`src/inc/oad_consts.svh`:
```
// constants for the operand addressing decoder
`ifndef OAD_CONSTS_SVH
`define OAD_CONSTS_SVH
`define OAD_PC_W 12
`define OAD_STACK_DEPTH 6
`define OAD_PC_RESET 12'h000
`define OAD_WORK_BASE 8'h80
`define OAD_WORK_LAST 8'h83
`define OAD_ACC_ADDR 8'hFF
`define OAD_PERI_BASE 8'hC0
`define OAD_RAM_BASE 8'h40
`define OAD_REL_LAST 3'h3
`define OAD_CLS_EXT 3'h4
`define OAD_CLS_BIT 3'h5
`define OAD_CLS_MEM 3'h6
`define OAD_CLS_INX 3'h7
`define OAD_MEM_IMM 2'h0
`define OAD_MEM_DIR 2'h1
`endif

```
`src/inc/oad_pkg.sv`:
```
// types for the operand addressing decoder
`default_nettype none
package oad_pkg;
   typedef enum logic [3:0] {
      M_IMM = 4'h0, M_DIR = 4'h1, M_SDIR = 4'h2, M_EXT = 4'h3, M_REL = 4'h4,
      M_BDIR = 4'h5, M_BTB = 4'h6, M_IND = 4'h7, M_INH = 4'h8
   } oad_mode_e;
   typedef enum logic [2:0] {
      R_NONE = 3'h0, R_PROG = 3'h1, R_ACC = 3'h2, R_WORK = 3'h3,
      R_PERI = 3'h4, R_RAM = 3'h5, R_DROM = 3'h6
   } oad_region_e;
   typedef struct packed {
      oad_mode_e mode;
      logic [1:0] len;
      logic data_rd;
   } oad_class_s;
   typedef struct packed {
      oad_mode_e mode;
      logic [1:0] len;
      logic [7:0] opcode;
      logic [7:0] operand;
      logic [2:0] bitnum;
      logic [11:0] target;
      logic taken;
      oad_region_e region;
   } oad_decode_s;
endpackage : oad_pkg
`default_nettype wire

```
`src/core/oad_opclass.sv`:
```
// opcode classifier: mode and length from the opcode byte alone
`include "oad_consts.svh"
`timescale 1ns/100ps
`default_nettype none
module oad_opclass (
   input wire logic [7:0] opcode_in,
   output var oad_pkg::oad_class_s class_out
);
   wire [2:0] top = opcode_in[7:5];
   wire is_rel = top <= `OAD_REL_LAST;
   wire is_ext = top == `OAD_CLS_EXT;
   wire is_bdir = (top == `OAD_CLS_BIT) && !opcode_in[3];
   wire is_btb = (top == `OAD_CLS_BIT) && opcode_in[3];
   wire is_imm = (top == `OAD_CLS_MEM) && (opcode_in[4:3] == `OAD_MEM_IMM);
   wire is_dir = (top == `OAD_CLS_MEM) && (opcode_in[4:3] == `OAD_MEM_DIR);
   wire is_sdir = (top == `OAD_CLS_MEM) && opcode_in[4];
   wire is_ind = (top == `OAD_CLS_INX) && opcode_in[3];
   wire one_byte = is_rel | is_sdir | is_ind | !(is_ext | is_bdir | is_btb | is_imm | is_dir);
   oad_pkg::oad_mode_e mode;
   assign mode = is_rel ? oad_pkg::M_REL :
                 is_ext ? oad_pkg::M_EXT :
                 is_bdir ? oad_pkg::M_BDIR :
                 is_btb ? oad_pkg::M_BTB :
                 is_imm ? oad_pkg::M_IMM :
                 is_dir ? oad_pkg::M_DIR :
                 is_sdir ? oad_pkg::M_SDIR :
                 is_ind ? oad_pkg::M_IND : oad_pkg::M_INH;
   assign class_out.mode = mode;
   assign class_out.len = is_btb ? 2'd3 : (one_byte ? 2'd1 : 2'd2);
   assign class_out.data_rd = is_ind | is_btb;
endmodule : oad_opclass
`default_nettype wire

```
`src/core/oad_ret_stack.sv`:
```
// return address stack of twelve-bit cells
`include "oad_consts.svh"
`timescale 1ns/100ps
`default_nettype none
module oad_ret_stack #(
   parameter int DEPTH = `OAD_STACK_DEPTH,
   parameter int W = `OAD_PC_W,
   parameter int CW = $clog2(DEPTH + 1)
) (
   input wire logic clk_in,
   input wire logic rst_n_in,
   input wire logic push_in,
   input wire logic pop_in,
   input wire logic [W-1:0] data_in,
   output logic [W-1:0] top_out,
   output logic [CW-1:0] count_out,
   output logic full_out,
   output logic empty_out
);
   logic [W-1:0] mem [DEPTH];
   logic [CW-1:0] count;
   wire do_push = push_in && !full_out;
   wire do_pop = pop_in && !push_in && !empty_out;
   always_ff @(posedge clk_in) begin
      if (!rst_n_in) begin
         count <= '0;
      end else if (do_push) begin
         count <= CW'(count + 1'b1);
      end else if (do_pop) begin
         count <= CW'(count - 1'b1);
      end
   end
   always_ff @(posedge clk_in) begin
      if (do_push) begin
         mem[count] <= data_in;
      end
   end
   assign full_out = count == CW'(DEPTH);
   assign empty_out = count == '0;
   assign count_out = count;
   assign top_out = empty_out ? '0 : mem[CW'(count - 1'b1)];
endmodule : oad_ret_stack
`default_nettype wire

```
`src/core/oad_decoder.sv`:
```
// operand addressing decoder: fetch, mode decode, branch target, return stack
// Contract
// - six twelve-bit return cells for calls, interrupts
// - data space holds accumulator, registers, ports, RAM, constants
// - immediate operand is the byte after opcode
// - direct: next byte addresses any data byte
// - short direct: opcode selects register 80h to 83h
// - extended: low opcode nibble joined with next byte
// - long jump and call reach whole program space
// - relative branch spans -15..+16, else falls through
// - relative opcode: condition, direction, four-bit span
// - bit direct: opcode bit number, next byte address
// - bit test branch: three bytes, displacement -127..+128
// - indirect via index 80h or 81h, opcode bit 4
// - inherent: one byte, opcode alone
`include "oad_consts.svh"
`timescale 1ns/100ps
`default_nettype none
module oad_decoder #(
   parameter int STACK_DEPTH = `OAD_STACK_DEPTH,
   parameter int SCW = $clog2(STACK_DEPTH + 1)
) (
   input wire logic CORE_CLK_IN,
   input wire logic RESET_N_IN,
   input wire logic START_IN,
   input wire logic [11:0] PC_IN,
   input wire logic FLAG_Z_IN,
   input wire logic FLAG_C_IN,
   input wire logic IRQ_PUSH_IN,
   input wire logic RET_POP_IN,
   output logic PROG_RD_OUT,
   output logic [11:0] PROG_ADDR_OUT,
   input wire logic [7:0] PROG_DATA_IN,
   output logic DATA_RD_OUT,
   output logic [7:0] DATA_ADDR_OUT,
   input wire logic [7:0] DATA_IN,
   output logic BUSY_OUT,
   output logic DONE_OUT,
   output var oad_pkg::oad_decode_s DECODE_OUT,
   output logic [11:0] NEXT_PC_OUT,
   output logic [11:0] STACK_TOP_OUT,
   output logic STACK_FULL_OUT,
   output logic STACK_EMPTY_OUT
);
   typedef enum logic [3:0] {
      S_IDLE = 4'b0000, S_OPC_A = 4'b0001, S_OPC_B = 4'b0010,
      S_B1_A = 4'b0011, S_B1_B = 4'b0100, S_B2_A = 4'b0101,
      S_B2_B = 4'b0110, S_DAT_A = 4'b0111, S_DAT_B = 4'b1000,
      S_DONE = 4'b1001
   } oad_state_e;

   oad_state_e state;
   oad_state_e next_state;
   logic [11:0] pc_q;
   logic [7:0] opc_q;
   logic [7:0] b1_q;
   logic [7:0] b2_q;
   logic [7:0] dat_q;
   logic [SCW-1:0] stack_count;
   oad_pkg::oad_class_s cls;
   oad_pkg::oad_decode_s next_decode;

   // operand sources, live in the capture cycle
   wire [7:0] op_w = (state == S_OPC_B) ? PROG_DATA_IN : opc_q;
   wire [7:0] b1_w = (state == S_B1_B) ? PROG_DATA_IN : b1_q;
   wire [7:0] b2_w = (state == S_B2_B) ? PROG_DATA_IN : b2_q;
   wire [7:0] dat_w = (state == S_DAT_B) ? DATA_IN : dat_q;
   wire [1:0] cls_len = cls.len;

   oad_opclass u_opclass (
      .opcode_in(op_w),
      .class_out(cls)
   );

   // sequencing
   always_comb begin
      next_state = state;
      case (state)
         S_IDLE: begin
            if (START_IN) begin
               next_state = S_OPC_A;
            end
         end
         S_OPC_A: next_state = S_OPC_B;
         S_OPC_B: begin
            if (cls.len != 2'd1) begin
               next_state = S_B1_A;
            end else if (cls.data_rd) begin
               next_state = S_DAT_A;
            end else begin
               next_state = S_DONE;
            end
         end
         S_B1_A: next_state = S_B1_B;
         S_B1_B: next_state = (cls.len == 2'd3) ? S_B2_A : S_DONE;
         S_B2_A: next_state = S_B2_B;
         S_B2_B: next_state = S_DAT_A;
         S_DAT_A: next_state = S_DAT_B;
         S_DAT_B: next_state = S_DONE;
         S_DONE: next_state = S_IDLE;
         default: next_state = S_IDLE;
      endcase
   end

   // program and data space requests
   wire next_prog_rd = (next_state == S_OPC_A) || (next_state == S_B1_A) ||
                       (next_state == S_B2_A);
   wire [11:0] next_prog_addr = (state == S_IDLE) ? PC_IN :
                                (next_state == S_B1_A) ? pc_q + 12'h001 :
                                pc_q + 12'h002;
   wire [7:0] index_addr = `OAD_WORK_BASE | {7'h00, op_w[4]};
   wire [7:0] next_data_addr = (cls.mode == oad_pkg::M_IND) ? index_addr : b1_w;

   // operand, branch condition and target
   wire [2:0] bit_w = op_w[2:0];
   wire cond_ok = op_w[6] ? (FLAG_Z_IN ^ op_w[5]) : (FLAG_C_IN ^ op_w[5]);
   wire btb_ok = dat_w[bit_w] == op_w[4];
   wire [11:0] seq_pc = pc_q + {10'h000, cls.len};
   wire [11:0] rel_tgt = op_w[4] ? pc_q - {8'h00, op_w[3:0]} :
                         pc_q + {8'h00, op_w[3:0]} + 12'h001;
   wire [11:0] btb_tgt = pc_q + {{4{b2_w[7]}}, b2_w} + 12'h001;
   wire [11:0] ext_tgt = {op_w[3:0], b1_w};
   wire is_rel = cls.mode == oad_pkg::M_REL;
   wire is_btb = cls.mode == oad_pkg::M_BTB;
   wire is_ext = cls.mode == oad_pkg::M_EXT;
   wire taken = is_rel ? cond_ok : (is_btb ? btb_ok : is_ext);
   wire [11:0] target = is_rel ? rel_tgt : is_btb ? btb_tgt : is_ext ? ext_tgt : seq_pc;
   wire [7:0] sdir_addr = `OAD_WORK_BASE | {6'h00, op_w[1:0]};
   wire [7:0] operand = (cls.mode == oad_pkg::M_SDIR) ? sdir_addr :
                        (cls.mode == oad_pkg::M_IND) ? dat_w :
                        (cls.mode == oad_pkg::M_INH) ? 8'h00 :
                        b1_w;

   // data space region of the operand address
   oad_pkg::oad_region_e region;
   assign region = (cls.mode == oad_pkg::M_INH || is_rel || is_ext) ? oad_pkg::R_NONE :
                   (cls.mode == oad_pkg::M_IMM) ? oad_pkg::R_PROG :
                   (operand == `OAD_ACC_ADDR) ? oad_pkg::R_ACC :
                   (operand >= `OAD_WORK_BASE && operand <= `OAD_WORK_LAST) ? oad_pkg::R_WORK :
                   (operand >= `OAD_PERI_BASE) ? oad_pkg::R_PERI :
                   (operand >= `OAD_RAM_BASE) ? oad_pkg::R_RAM :
                   oad_pkg::R_DROM;

   assign next_decode.mode = cls.mode;
   assign next_decode.len = cls.len;
   assign next_decode.opcode = op_w;
   assign next_decode.operand = operand;
   assign next_decode.bitnum = bit_w;
   assign next_decode.target = target;
   assign next_decode.taken = taken;
   assign next_decode.region = region;

   always_ff @(posedge CORE_CLK_IN) begin
      if (!RESET_N_IN) begin
         state <= S_IDLE;
      end else begin
         state <= next_state;
      end
   end

   always_ff @(posedge CORE_CLK_IN) begin
      if (!RESET_N_IN) begin
         PROG_RD_OUT <= 1'b0;
         PROG_ADDR_OUT <= `OAD_PC_RESET;
         DATA_RD_OUT <= 1'b0;
         DATA_ADDR_OUT <= 8'h00;
      end else begin
         PROG_RD_OUT <= next_prog_rd;
         PROG_ADDR_OUT <= next_prog_rd ? next_prog_addr : PROG_ADDR_OUT;
         DATA_RD_OUT <= next_state == S_DAT_A;
         DATA_ADDR_OUT <= (next_state == S_DAT_A) ? next_data_addr : DATA_ADDR_OUT;
      end
   end

   always_ff @(posedge CORE_CLK_IN) begin
      if (!RESET_N_IN) begin
         pc_q <= `OAD_PC_RESET;
         opc_q <= 8'h00;
         b1_q <= 8'h00;
         b2_q <= 8'h00;
         dat_q <= 8'h00;
      end else begin
         pc_q <= (state == S_IDLE && START_IN) ? PC_IN : pc_q;
         opc_q <= op_w;
         b1_q <= b1_w;
         b2_q <= b2_w;
         dat_q <= dat_w;
      end
   end

   always_ff @(posedge CORE_CLK_IN) begin
      if (!RESET_N_IN) begin
         DONE_OUT <= 1'b0;
         DECODE_OUT <= '0;
         NEXT_PC_OUT <= `OAD_PC_RESET;
      end else begin
         DONE_OUT <= next_state == S_DONE;
         if (next_state == S_DONE) begin
            DECODE_OUT <= next_decode;
            NEXT_PC_OUT <= taken ? target : seq_pc;
         end
      end
   end

   assign BUSY_OUT = state != S_IDLE;

   // return stack: call pushes return address, interrupt push only when DONE_OUT is low
   wire call_push = DONE_OUT && DECODE_OUT.mode == oad_pkg::M_EXT && DECODE_OUT.opcode[4];
   wire [11:0] push_data = call_push ? pc_q + 12'h002 : PC_IN;

   oad_ret_stack #(
      .DEPTH(STACK_DEPTH),
      .W(`OAD_PC_W),
      .CW(SCW)
   ) u_stack (
      .clk_in(CORE_CLK_IN),
      .rst_n_in(RESET_N_IN),
      .push_in(call_push || (IRQ_PUSH_IN && !DONE_OUT)),
      .pop_in(RET_POP_IN),
      .data_in(push_data),
      .top_out(STACK_TOP_OUT),
      .count_out(stack_count),
      .full_out(STACK_FULL_OUT),
      .empty_out(STACK_EMPTY_OUT)
   );
endmodule : oad_decoder
`default_nettype wire

```
`config.mk`:
```
export PLATFORM = sky130hd
export DESIGN_NAME = oad_decoder
export DESIGN_NICKNAME = d
export VERILOG_FILES = /design/src/inc/oad_pkg.sv /design/src/core/oad_opclass.sv /design/src/core/oad_ret_stack.sv /design/src/core/oad_decoder.sv
export VERILOG_INCLUDE_DIRS = /design/src /design/src/inc
export SDC_FILE = /design/constraint.sdc
export NUM_CORES = 1
export LEC_CHECK = 0
export BUFFER_PORTS_ARGS = -buffer_cell sky130_fd_sc_hd__buf_2
export CORE_AREA = 2 2 129 143
export CTS_BUF_LIST = sky130_fd_sc_hd__clkbuf_2 sky130_fd_sc_hd__clkbuf_4 sky130_fd_sc_hd__clkbuf_8
export DETAILED_ROUTE_END_ITERATION = 8
export DIE_AREA = 0 0 131 145
export MAX_ROUTING_LAYER = met4
export PLACE_DENSITY = 0.83
export REMOVE_ABC_BUFFERS = 1
export SLEW_MARGIN = 20
export SYNTH_ARGS = -nofsm -noshare
export SYNTH_HDL_FRONTEND = slang
export SYNTH_SLANG_ARGS = --single-unit
```
`constraint.sdc`:
```
create_clock -name CORE_CLK_IN -period 9.1 [get_ports CORE_CLK_IN]
set_clock_uncertainty 0.15 [all_clocks]
set_input_delay 1.82 -clock CORE_CLK_IN [delete_from_list [all_inputs] [get_ports CORE_CLK_IN]]
set_output_delay 1.82 -clock CORE_CLK_IN [all_outputs]
set_load 0.02 [all_outputs]
```
==> results of run 1 <==
[state kept, by name (all words and copies together) (netlist names)]
register,flops
NEXT_PC_OUT,12
DECODE_OUT,38
opc_q,8
b2_q,8
b1_q,8
u_stack.count_out,3
state,4
u_stack.mem,72
pc_q,12
DONE_OUT,1
DATA_ADDR_OUT,8
PROG_RD_OUT,1
PROG_ADDR_OUT,12
DATA_RD_OUT,1
dat_q,8
[per-stage QoR]
step / util / total power [mW] / hold WS [ns] / instance area, um2
floorplan: - / 1.372 / 0.3115 / 10010
global placement: 0.6362 / 1.540 / 0.2895 / 11160
detailed placement: 0.6362 / 1.557 / 0.2897 / 11160
CTS: 0.6605 / 2.149 / 0.3055 / 11590
global route: 0.6607 / 2.238 / 0.3363 / 11590
finish: 0.6607 / 2.142 / 0.3031 / 11590
[cell usage in the layout (no fill, tap or decap), types with 12 or more instances in the layout]
master	count
a211oi_1	33
a21oi_1	82
and2_1	14
buf_2	125
buf_4	18
clkbuf_8	17
dfxtp_1	124
edfxtp_1	72
ha_1	31
inv_1	23
mux2_2	15
mux2i_1	56
mux4_2	12
nand2_1	102
nand3_1	31
nor2_1	123
nor3_1	31
o211ai_1	15
o21ai_0	31
xnor2_1	30
xor2_1	20
[cell type report]
type / instances / area, um2 / area share
clock inverters: 15 / 192.7 / 0.01662
well taps: 238 / 297.8 / 0.02569
flip-flops and latches: 196 / 4644 / 0.4006
multi-input cells: 779 / 5370 / 0.4632
inverters: 25 / 93.84 / 0.008094
clock buffers: 17 / 234.0 / 0.02018
repair buffers: 143 / 760.7 / 0.06562
[worst max-delay path, delay by kind of cell (launching register included)]
| kind | cells | cell delay [ns] |
|---|---|---|
| DFF | 1 | 0.33 |
| and+or+nand+nor | 1 | 0.04 |
| adders and majority gates | 1 | 0.81 |
| muxes | 1 | 0.32 |
| buffers and inverters | 3 | 1.00 |
| AOI/OAI and AO/OA | 1 | 0.28 |
[cell families (layout without fill, tap and decap cells)]
group / after synthesis / count (layout) / synth area share
simple gates: 375 / 375 / 0.1726
compound gates: 231 / 231 / 0.1440
flops: 196 / 196 / 0.4492
buf+inv: 102 / 200 / 0.04115
mux: 88 / 88 / 0.1054
xor+xnor: 50 / 50 / 0.04236
fa+ha+maj: 35 / 35 / 0.04526
[worst min-delay path by stage]
stage,from,to,slack [ns],cells after the start
2_1_floorplan,b2_q[0]$_SDFF_PN0_,b2_q[0]$_SDFF_PN0_,0.31,2
3_3_place_gp,DECODE_OUT[20]$_SDFFE_PN0P_,DECODE_OUT[20]$_SDFFE_PN0P_,0.29,2
3_5_place_dp,DECODE_OUT[20]$_SDFFE_PN0P_,DECODE_OUT[20]$_SDFFE_PN0P_,0.29,2
4_1_cts,DECODE_OUT[20]$_SDFFE_PN0P_,DECODE_OUT[20]$_SDFFE_PN0P_,0.31,2
5_1_grt,DECODE_OUT[13]$_SDFFE_PN0P_,DECODE_OUT[13]$_SDFFE_PN0P_,0.34,2
6_report,DECODE_OUT[20]$_SDFFE_PN0P_,DECODE_OUT[20]$_SDFFE_PN0P_,0.30,2
[report_power, final]
part	switching [mW]	internal, mW	total [mW]	leakage (nW)
Sequential	0.0497	0.966	1.02	1.66
Combinational	0.335	0.189	0.525	2.51
Clock	0.363	0.239	0.602	0.216
Total	0.748	1.39	2.14	4.39
[per-layer routing]
metal,vias to the layer above,GRT usage,routed length [um]
met1,4156,0.3447,10590
met5,-,-,0
met4,0,0.1426,1179
met3,78,0.05531,1749
met2,369,0.4987,14000
li1,4075,-,-
==> impl_metrics.toml, run 1 <==
[setup_path]
reg2reg_depth = 14
rrSetupSlack_ns = 4.53
cp.arrival_ns = 3.29
required_ns = 7.13
slowest_delay_ns = 0.81
end_kind = "primary output"
critPathSlowestCell = "ha_1"
path_max_fanout = 29
cp-start-kind = "register"
crit_path_end = "STACK_TOP_OUT[4]"
regToRegStartpoint = "state[1]$_SDFF_PN0_"
crit_start = "u_stack.count_out[0]$_SDFFE_PN0P_"
cp_cell_sequence = "buf_4 > inv_1 > ha_1 > mux4_2 > nor2_1 > a211oi_1 > buf_2"
critPathKind = "reg2out"
reg2reg_to = "NEXT_PC_OUT[8]$_SDFFE_PN0P_"

[sta]
finalSetupViolations = 0
fmax_ghz = 0.1902
hold_violations = 0
relSlewSlack = 0.2673
fin_crit_sh = 0.5778
setup_slack_ns = 3.842
fin_crit_ns = 5.258
drv_slew = 0
tightest_slew_ns = 1.091
fin_tns_setup_ns = 0
rsz0062_at_grt = "no"

[route]
ant_nets = 0
viasPerCell = 6.142
dr.pass1.iters = 5
wl_per_cell_um = 19.47
drt-initial-drc-count = 775
routed_wl_um = 27520
vias = 8678
drc = 0

[power_and_ir_drop]
power.density_nw_per_um2 = 184.8
vdd_drop_max_v = 0.00009106
p_leak_nw = 4.391

[yosys]
synth_edf_count = 72
syn-mean-instance-area_um2 = 9.600
synthArstFlopShare = 0
synth-seq-cells = 196
synth_cell_type_count = 73
yosys.area.top_type_share = 0.2401
yosysWarnings = 0
ys_seq_area_frac = 0.4492
synthTopCellsByCount = "124 x dfxtp_1, 123 x nor2_1, 102 x nand2_1, 83 x a21oi_1, 72 x edfxtp_1"
yosysTopAreaCell = "dfxtp_1"
syn_inst = 1077
yosysMostFrequentCell = "dfxtp_1"
synthTopCellsByArea = "dfxtp_1 24%, edfxtp_1 21%, mux2i_1 5.5%"
synthFlopType = "dfxtp_1"
netlist_area_um2 = 10340

[placed_design]
dpl.hpwl_um = 19420
port_buffers = 125
pre_cts_ws_ns = 3.963
dp_cells = 1381
gp_congestion = 0.9607

[floorplan]
die_area_um2 = 19000
die_w_um = 131
io-pin-count = 126
die_y_um = 145
rows = 51
initial_utilization = 0.5892
core_area_um2 = 17550

[clock_tree]
postCtsSetupBuffers = 0
clock-sinks = 196
cts_buffers = 17
htree_num_levels = 4
clkLatencyLatePin_ns = 0.50
cts_hold_buf = 0
cts_buffer_depth = 2
clk_pin_slew_worst_paths_ns = 0.11
cts_tree = "yes"
root_buffer = "clkbuf_8"
cts.repair.resized = 0

[grt]
first_global_vias = 8459
track_usage = 0.2994
grt_first_pass_wirelength_um = 42920
antenna_found_initial = 0
grt_max_degree = 93
overflow = 0

[flow_run]
drv_cap = 0

[layout]
stdcell_count = 1413
fillers = 1393
layout-drive-gt1-share = 0.1923
n_antenna_cell = 0
nets = 1232
area_delta_synth_final_pct = 12.14

[worst_hold_path]
hp-class = "reg2reg"

[run_status]
status = "finished clean"
Note: power is estimated with default switching activity, not from simulation.
==> run 2, diff against run 1 <==
- clock period: 9.1 -> 5.3 ns (I/O delays scaled with it)
==> run 2 against run 1 <==
Highest routed layer unchanged; sequential share of layout area hardly changed; critical path type is now reg2reg; register-to-register slack lost 3.7 ns; critical path depth grew 7; sequential power rose by 71%; sequential cell count unchanged; final area is essentially flat.
==> impl_metrics.toml, run 2 (synthesis gave the netlist of run 1 again) <==
[run_status]
status = "finished clean"

[power_and_ir_drop]
p_seq_frac = 0.483
p_leak_nw = 4.398
p_sw_frac = 0.3504
total_power_mw = 3.605
vdd_drop_max_v = 0.0001766
power.density_nw_per_um2 = 310.7
power.switching_mw = 1.263
pwr-share-clk = 0.265
p_int_mw = 2.342
combPwrFrac = 0.253

[floorplan]
io-pin-count = 126
die_y_um = 145
rows = 51
core_area_um2 = 17550
initial_utilization = 0.5892
die_area_um2 = 19000
die_w_um = 131

[sta]
tightest_slew_ns = 1.036
fin_crit_sh = 0.8342
hold_violations = 0
setup_slack_ns = 0.8787
fmax_ghz = 0.2262
fin_tns_setup_ns = 0
finalSetupViolations = 0
drv_slew = 0
rsz0062_at_grt = "no"
fin_crit_ns = 4.421
relSlewSlack = 0.3041

[clock_tree]
cts_buffer_depth = 2
root_buffer = "clkbuf_8"
cts_hold_buf = 0
cts.repair.resized = 0
clk_pin_slew_worst_paths_ns = 0.10
htree_num_levels = 4
cts_tree = "yes"
clkLatencyLatePin_ns = 0.51
cts_buffers = 17
postCtsSetupBuffers = 0
clock-sinks = 196

[layout]
final_common_cell = "buf_2"
area_delta_synth_final_pct = 12.25
largest_reg_flops = 72
n_antenna_cell = 0
nets = 1240
reg_top3 = "u_stack.mem: 72 flops, DECODE_OUT: 38 flops"
design_area_um2 = 11600
largest_register = "u_stack.mem"
layout-drive-gt1-share = 0.1970
mostFrequentLayoutCells = "125 x buf_2, 124 x dfxtp_1, 123 x nor2_1"

[grt]
track_usage = 0.3018
grt_max_degree = 47
grt_first_pass_wirelength_um = 43440
antenna_found_initial = 0
first_global_vias = 8336
overflow = 0

[worst_hold_path]
hold_path_depth = 2
min_to = "DECODE_OUT[9]$_SDFFE_PN0P_"
hp-class = "reg2reg"
hp-start = "DECODE_OUT[9]$_SDFFE_PN0P_"

[route]
dr.pass1.iters = 5
ant_nets = 0
drt-initial-drc-count = 637
viasPerCell = 6.150
wl_per_cell_um = 19.47
drc = 0
vias = 8739
routed_wl_um = 27670

[placed_design]
gp_congestion = 0.9437
dpl.hpwl_um = 19850
port_buffers = 125
place_area_um2 = 11220
pre_cts_ws_ns = 0.9742

[setup_path]
end_kind = "register"
cp.arrival_ns = 4.70
rrSetupSlack_ns = 0.88
path_max_fanout = 12
required_ns = 5.58
reg2reg_to = "NEXT_PC_OUT[8]$_SDFFE_PN0P_"
regToRegStartpoint = "state[1]$_SDFF_PN0_"
reg2reg_depth = 14
critPathKind = "reg2reg"
cp-start-kind = "register"

[flow_run]
drv_cap = 0
run 2: worst max path at each step:
stage,startpoint,endpoint,slack [ns],cells past startpoint
6_report,state[1]$_SDFF_PN0_,NEXT_PC_OUT[8]$_SDFFE_PN0P_,0.88,14
5_1_grt,state[1]$_SDFF_PN0_,NEXT_PC_OUT[8]$_SDFFE_PN0P_,0.51,14
4_1_cts,state[1]$_SDFF_PN0_,NEXT_PC_OUT[8]$_SDFFE_PN0P_,0.95,14
3_5_place_dp,state[1]$_SDFF_PN0_,NEXT_PC_OUT[8]$_SDFFE_PN0P_,0.97,14
3_3_place_gp,state[1]$_SDFF_PN0_,NEXT_PC_OUT[10]$_SDFFE_PN0P_,1.10,14
2_1_floorplan,state[1]$_SDFF_PN0_,NEXT_PC_OUT[4]$_SDFFE_PN0P_,0.63,13
run 2: power by group through the flow:
stage               clock [mW]  sequential [mW]  combinational (mW)
global placement             0             1.77               0.887
CTS                      0.962             1.74               0.909
floorplan                    0             1.81               0.549
finish                   0.954             1.74               0.910
detailed placement           0             1.77               0.905
global route              1.02             1.75               0.997
run 2: routing by layer:
metal	track usage	wire length, um	vias to the layer above
met5	-	0	-
met4	0.1176	1049	0
met3	0.05973	1830	77
met2	0.5005	13960	356
met1	0.3583	10820	4207
li1	-	-	4099
run 2: through the flow:
| step | utilization | instances | hold slack (ns) |
|---|---|---|---|
| floorplan | - | 1000 | 0.3115 |
| global placement | 0.6396 | 1389 | 0.2913 |
| detailed placement | 0.6396 | 1389 | 0.2928 |
| CTS | 0.6612 | 1421 | 0.3126 |
| global route | 0.6613 | 1421 | 0.3376 |
| finish | 0.6613 | 1421 | 0.3074 |
run 2: final cells by class:
class                   instances  area [um2]
repair buffers                151       820.8
well taps                     238       297.8
multi-input cells             779        5370
flip-flops and latches        196        4644
inverters                      25       93.84
clock buffers                  18       241.5
fillers                      1362        5943
clock inverters                14       136.4
run 2: worst max-delay path: stages, from the launching register on:
cell	delay, ns
dfxtp_1	0.59
nor3b_1	0.50
and2_1	0.44
mux2i_1	0.28
ha_1	0.19
inv_1	0.05
fa_1	0.41
a21oi_1	0.20
o211ai_1	0.15
nor4_1	0.35
nor3_1	0.09
or3b_2	0.48
a22oi_1	0.22
a31oi_1	0.11
a21oi_1	0.15
==> run 3, diff against run 2 <==
- CORE_AREA: 2 2 129 143 -> 2 2 134 149
- DIE_AREA: 0 0 131 145 -> 0 0 136 151
- PLACE_DENSITY: 0.83 -> 0.8
- clock period: 5.3 -> 3.8 ns (I/O delays scaled with it)
==> run 3 against run 2 <==
Sequential power rose by 39%; critical path type unchanged; count of clock-buffer cells in the layout fell by 1; utilization fell by 2.8 points; die area rose by 8.1%; final area rose by 3.5%; power rose by 43%; critical endpoint unchanged; worst hold slack improved by 0.0014 ns; final cell count rose by 3.7%; fmax rose by 22%; clock power rose by 50%; non-clock buffer count rose by 44.
==> impl_metrics.toml, run 3 (synthesis gave the netlist of run 1 again) <==
[clock_tree]
root_buffer = "clkbuf_8"
cts_buffers = 17
htree_num_levels = 4
clk_pin_slew_worst_paths_ns = 0.12
cts_tree = "yes"
cts_hold_buf = 0
clock-sinks = 196
cts_buffer_depth = 2
clkLatencyLatePin_ns = 0.49

[floorplan]
core_area_um2 = 18970
die_w_um = 136
die_area_um2 = 20540
die_y_um = 151
initial_utilization = 0.5451
rows = 53
io-pin-count = 126

[sta]
hold_ws_ns = 0.3089
fin_crit_sh = 0.9522
finalSetupViolations = 0
hold_violations = 0
fin_crit_ns = 3.618
relSlewSlack = 0.5155
fmax_ghz = 0.2764
tightest_slew_ns = 0.7257
drv_slew = 0

[grt]
grt_first_pass_wirelength_um = 44360
track_usage = 0.2859
antenna_found_initial = 0
overflow = 0
first_global_vias = 8545
grt_max_degree = 46

[power_and_ir_drop]
pwr-share-clk = 0.278
total_power_mw = 5.149
p_seq_frac = 0.469
combPwrFrac = 0.253
power.density_nw_per_um2 = 428.8
p_int_mw = 3.373
power.switching_mw = 1.776
p_sw_frac = 0.3448
vdd_drop_max_v = 0.0002473
p_leak_nw = 4.648

[setup_path]
critPathSlowestCell = "or3b_2"
cp_cell_sequence = "nor3b_2 > and2_2 > mux2i_1 > ha_1 > inv_1 > fa_1 > a21oi_2 > o211ai_1 > nor4_2 > nor3_1 > or3b_2 > a22oi_2 > a31oi_1 > a21oi_1"
path_max_fanout = 6
slowest_delay_ns = 0.49
cp-start-kind = "register"
end_kind = "register"
critPathKind = "reg2reg"
required_ns = 4.06
critPathTopFamily = "simple AND/OR/NAND/NOR gates"
cp.arrival_ns = 3.88
critPathBufInv = 1

[layout]
fillers = 1575
largest_reg_flops = 72
multi_input_area_um2 = 5385
mostFrequentLayoutCells = "125 x buf_2, 123 x dfxtp_1, 122 x nor2_1"
reg_top3 = "u_stack.mem: 72 flops, DECODE_OUT: 38 flops"
area_delta_synth_final_pct = 16.14
layout-drive-gt1-share = 0.2363
n_antenna_cell = 0
nets = 1284
largest_register = "u_stack.mem"
regArea_um2 = 4646
final_common_cell = "buf_2"

[route]
wl_per_cell_um = 18.91
vias = 8969
drc = 0
dr.pass1.iters = 5
routed_wl_um = 27870
ant_nets = 0
drt-initial-drc-count = 623
viasPerCell = 6.085

[flow_run]
drv_cap = 0

[placed_design]
port_buffers = 125
dpl.hpwl_um = 20640
gp_congestion = 0.9758

[worst_hold_path]
hp-class = "reg2reg"

[run_status]
status = "finished clean"
## run 3: cell count changes in the layout (fill, tap and decap cells not counted), sizes merged
cell and change:
buf +44, clkinvlp -2, inv +2, bufinv +1, clkbuf -1
## run 3: worst paths after layout
kind / startpoint / endpoint / slack, ns / cells after the start
worst max register to register: state[0]$_SDFF_PN0_ / NEXT_PC_OUT[8]$_SDFFE_PN0P_ / 0.18 / 14
worst min register to register: DECODE_OUT[20]$_SDFFE_PN0P_ / DECODE_OUT[20]$_SDFFE_PN0P_ / 0.31 / 2
worst max-delay path: state[0]$_SDFF_PN0_ / NEXT_PC_OUT[8]$_SDFFE_PN0P_ / 0.18 / 14
worst min-delay path: DECODE_OUT[20]$_SDFFE_PN0P_ / DECODE_OUT[20]$_SDFFE_PN0P_ / 0.31 / 2
## run 3: power groups by stage
stage / clock, mW / sequential (mW) / combinational (mW)
global route: 1.52 / 2.43 / 1.43
finish: 1.43 / 2.41 / 1.31
CTS: 1.45 / 2.41 / 1.30
detailed placement: 0 / 2.46 / 1.29
global placement: 0 / 2.45 / 1.26
floorplan: 0 / 2.52 / 0.766
## run 3: what timing repair did
item                       4_1_cts  5_1_grt
pin swaps                        0        4
buffers inserted                 0        4
resized for setup                1       12
setup endpoints to repair        1       13
## run 3: area by class of cell
type | count | area share
multi-input combinational | 779 | 0.4485
inverter | 25 | 0.007815
timing repair buffer | 195 | 0.09586
clock buffer | 17 | 0.01949
clock inverter | 15 | 0.01573
sequential | 196 | 0.3869
tap | 247 | 0.02574
## run 3: worst min-delay path, stage by stage (launching register included)
cell     delay [ns]
dfxtp_1        0.33
nand2_1        0.05
a21oi_1        0.05
## run 3: stage by stage
stage	utilization	setup slack, ns	setup TNS [ns]	area [um2]	std cells
4_1_cts	0.6290	0.08132	0	11930	1470
3_3_place_gp	0.6064	0.1113	0	11500	1438
5_1_grt	0.6331	-0.03463	-0.07288	12010	1474
3_5_place_dp	0.6064	0.02665	0	11500	1438
6_report	0.6331	0.1818	0	12010	1474
2_1_floorplan	-	-0.8669	-43.92	10010	1000
## run 3: metal layers
| layer | track usage | wire [um] | up-vias | part of all wire |
|---|---|---|---|---|
| met5 | - | 0 | - | 0 |
| met4 | 0.1333 | 1143 | 0 | 0.041 |
| met3 | 0.03949 | 1813 | 99 | 0.065 |
| met2 | 0.4764 | 14030 | 408 | 0.50 |
| met1 | 0.3445 | 10880 | 4272 | 0.39 |
| li1 | - | - | 4190 | - |
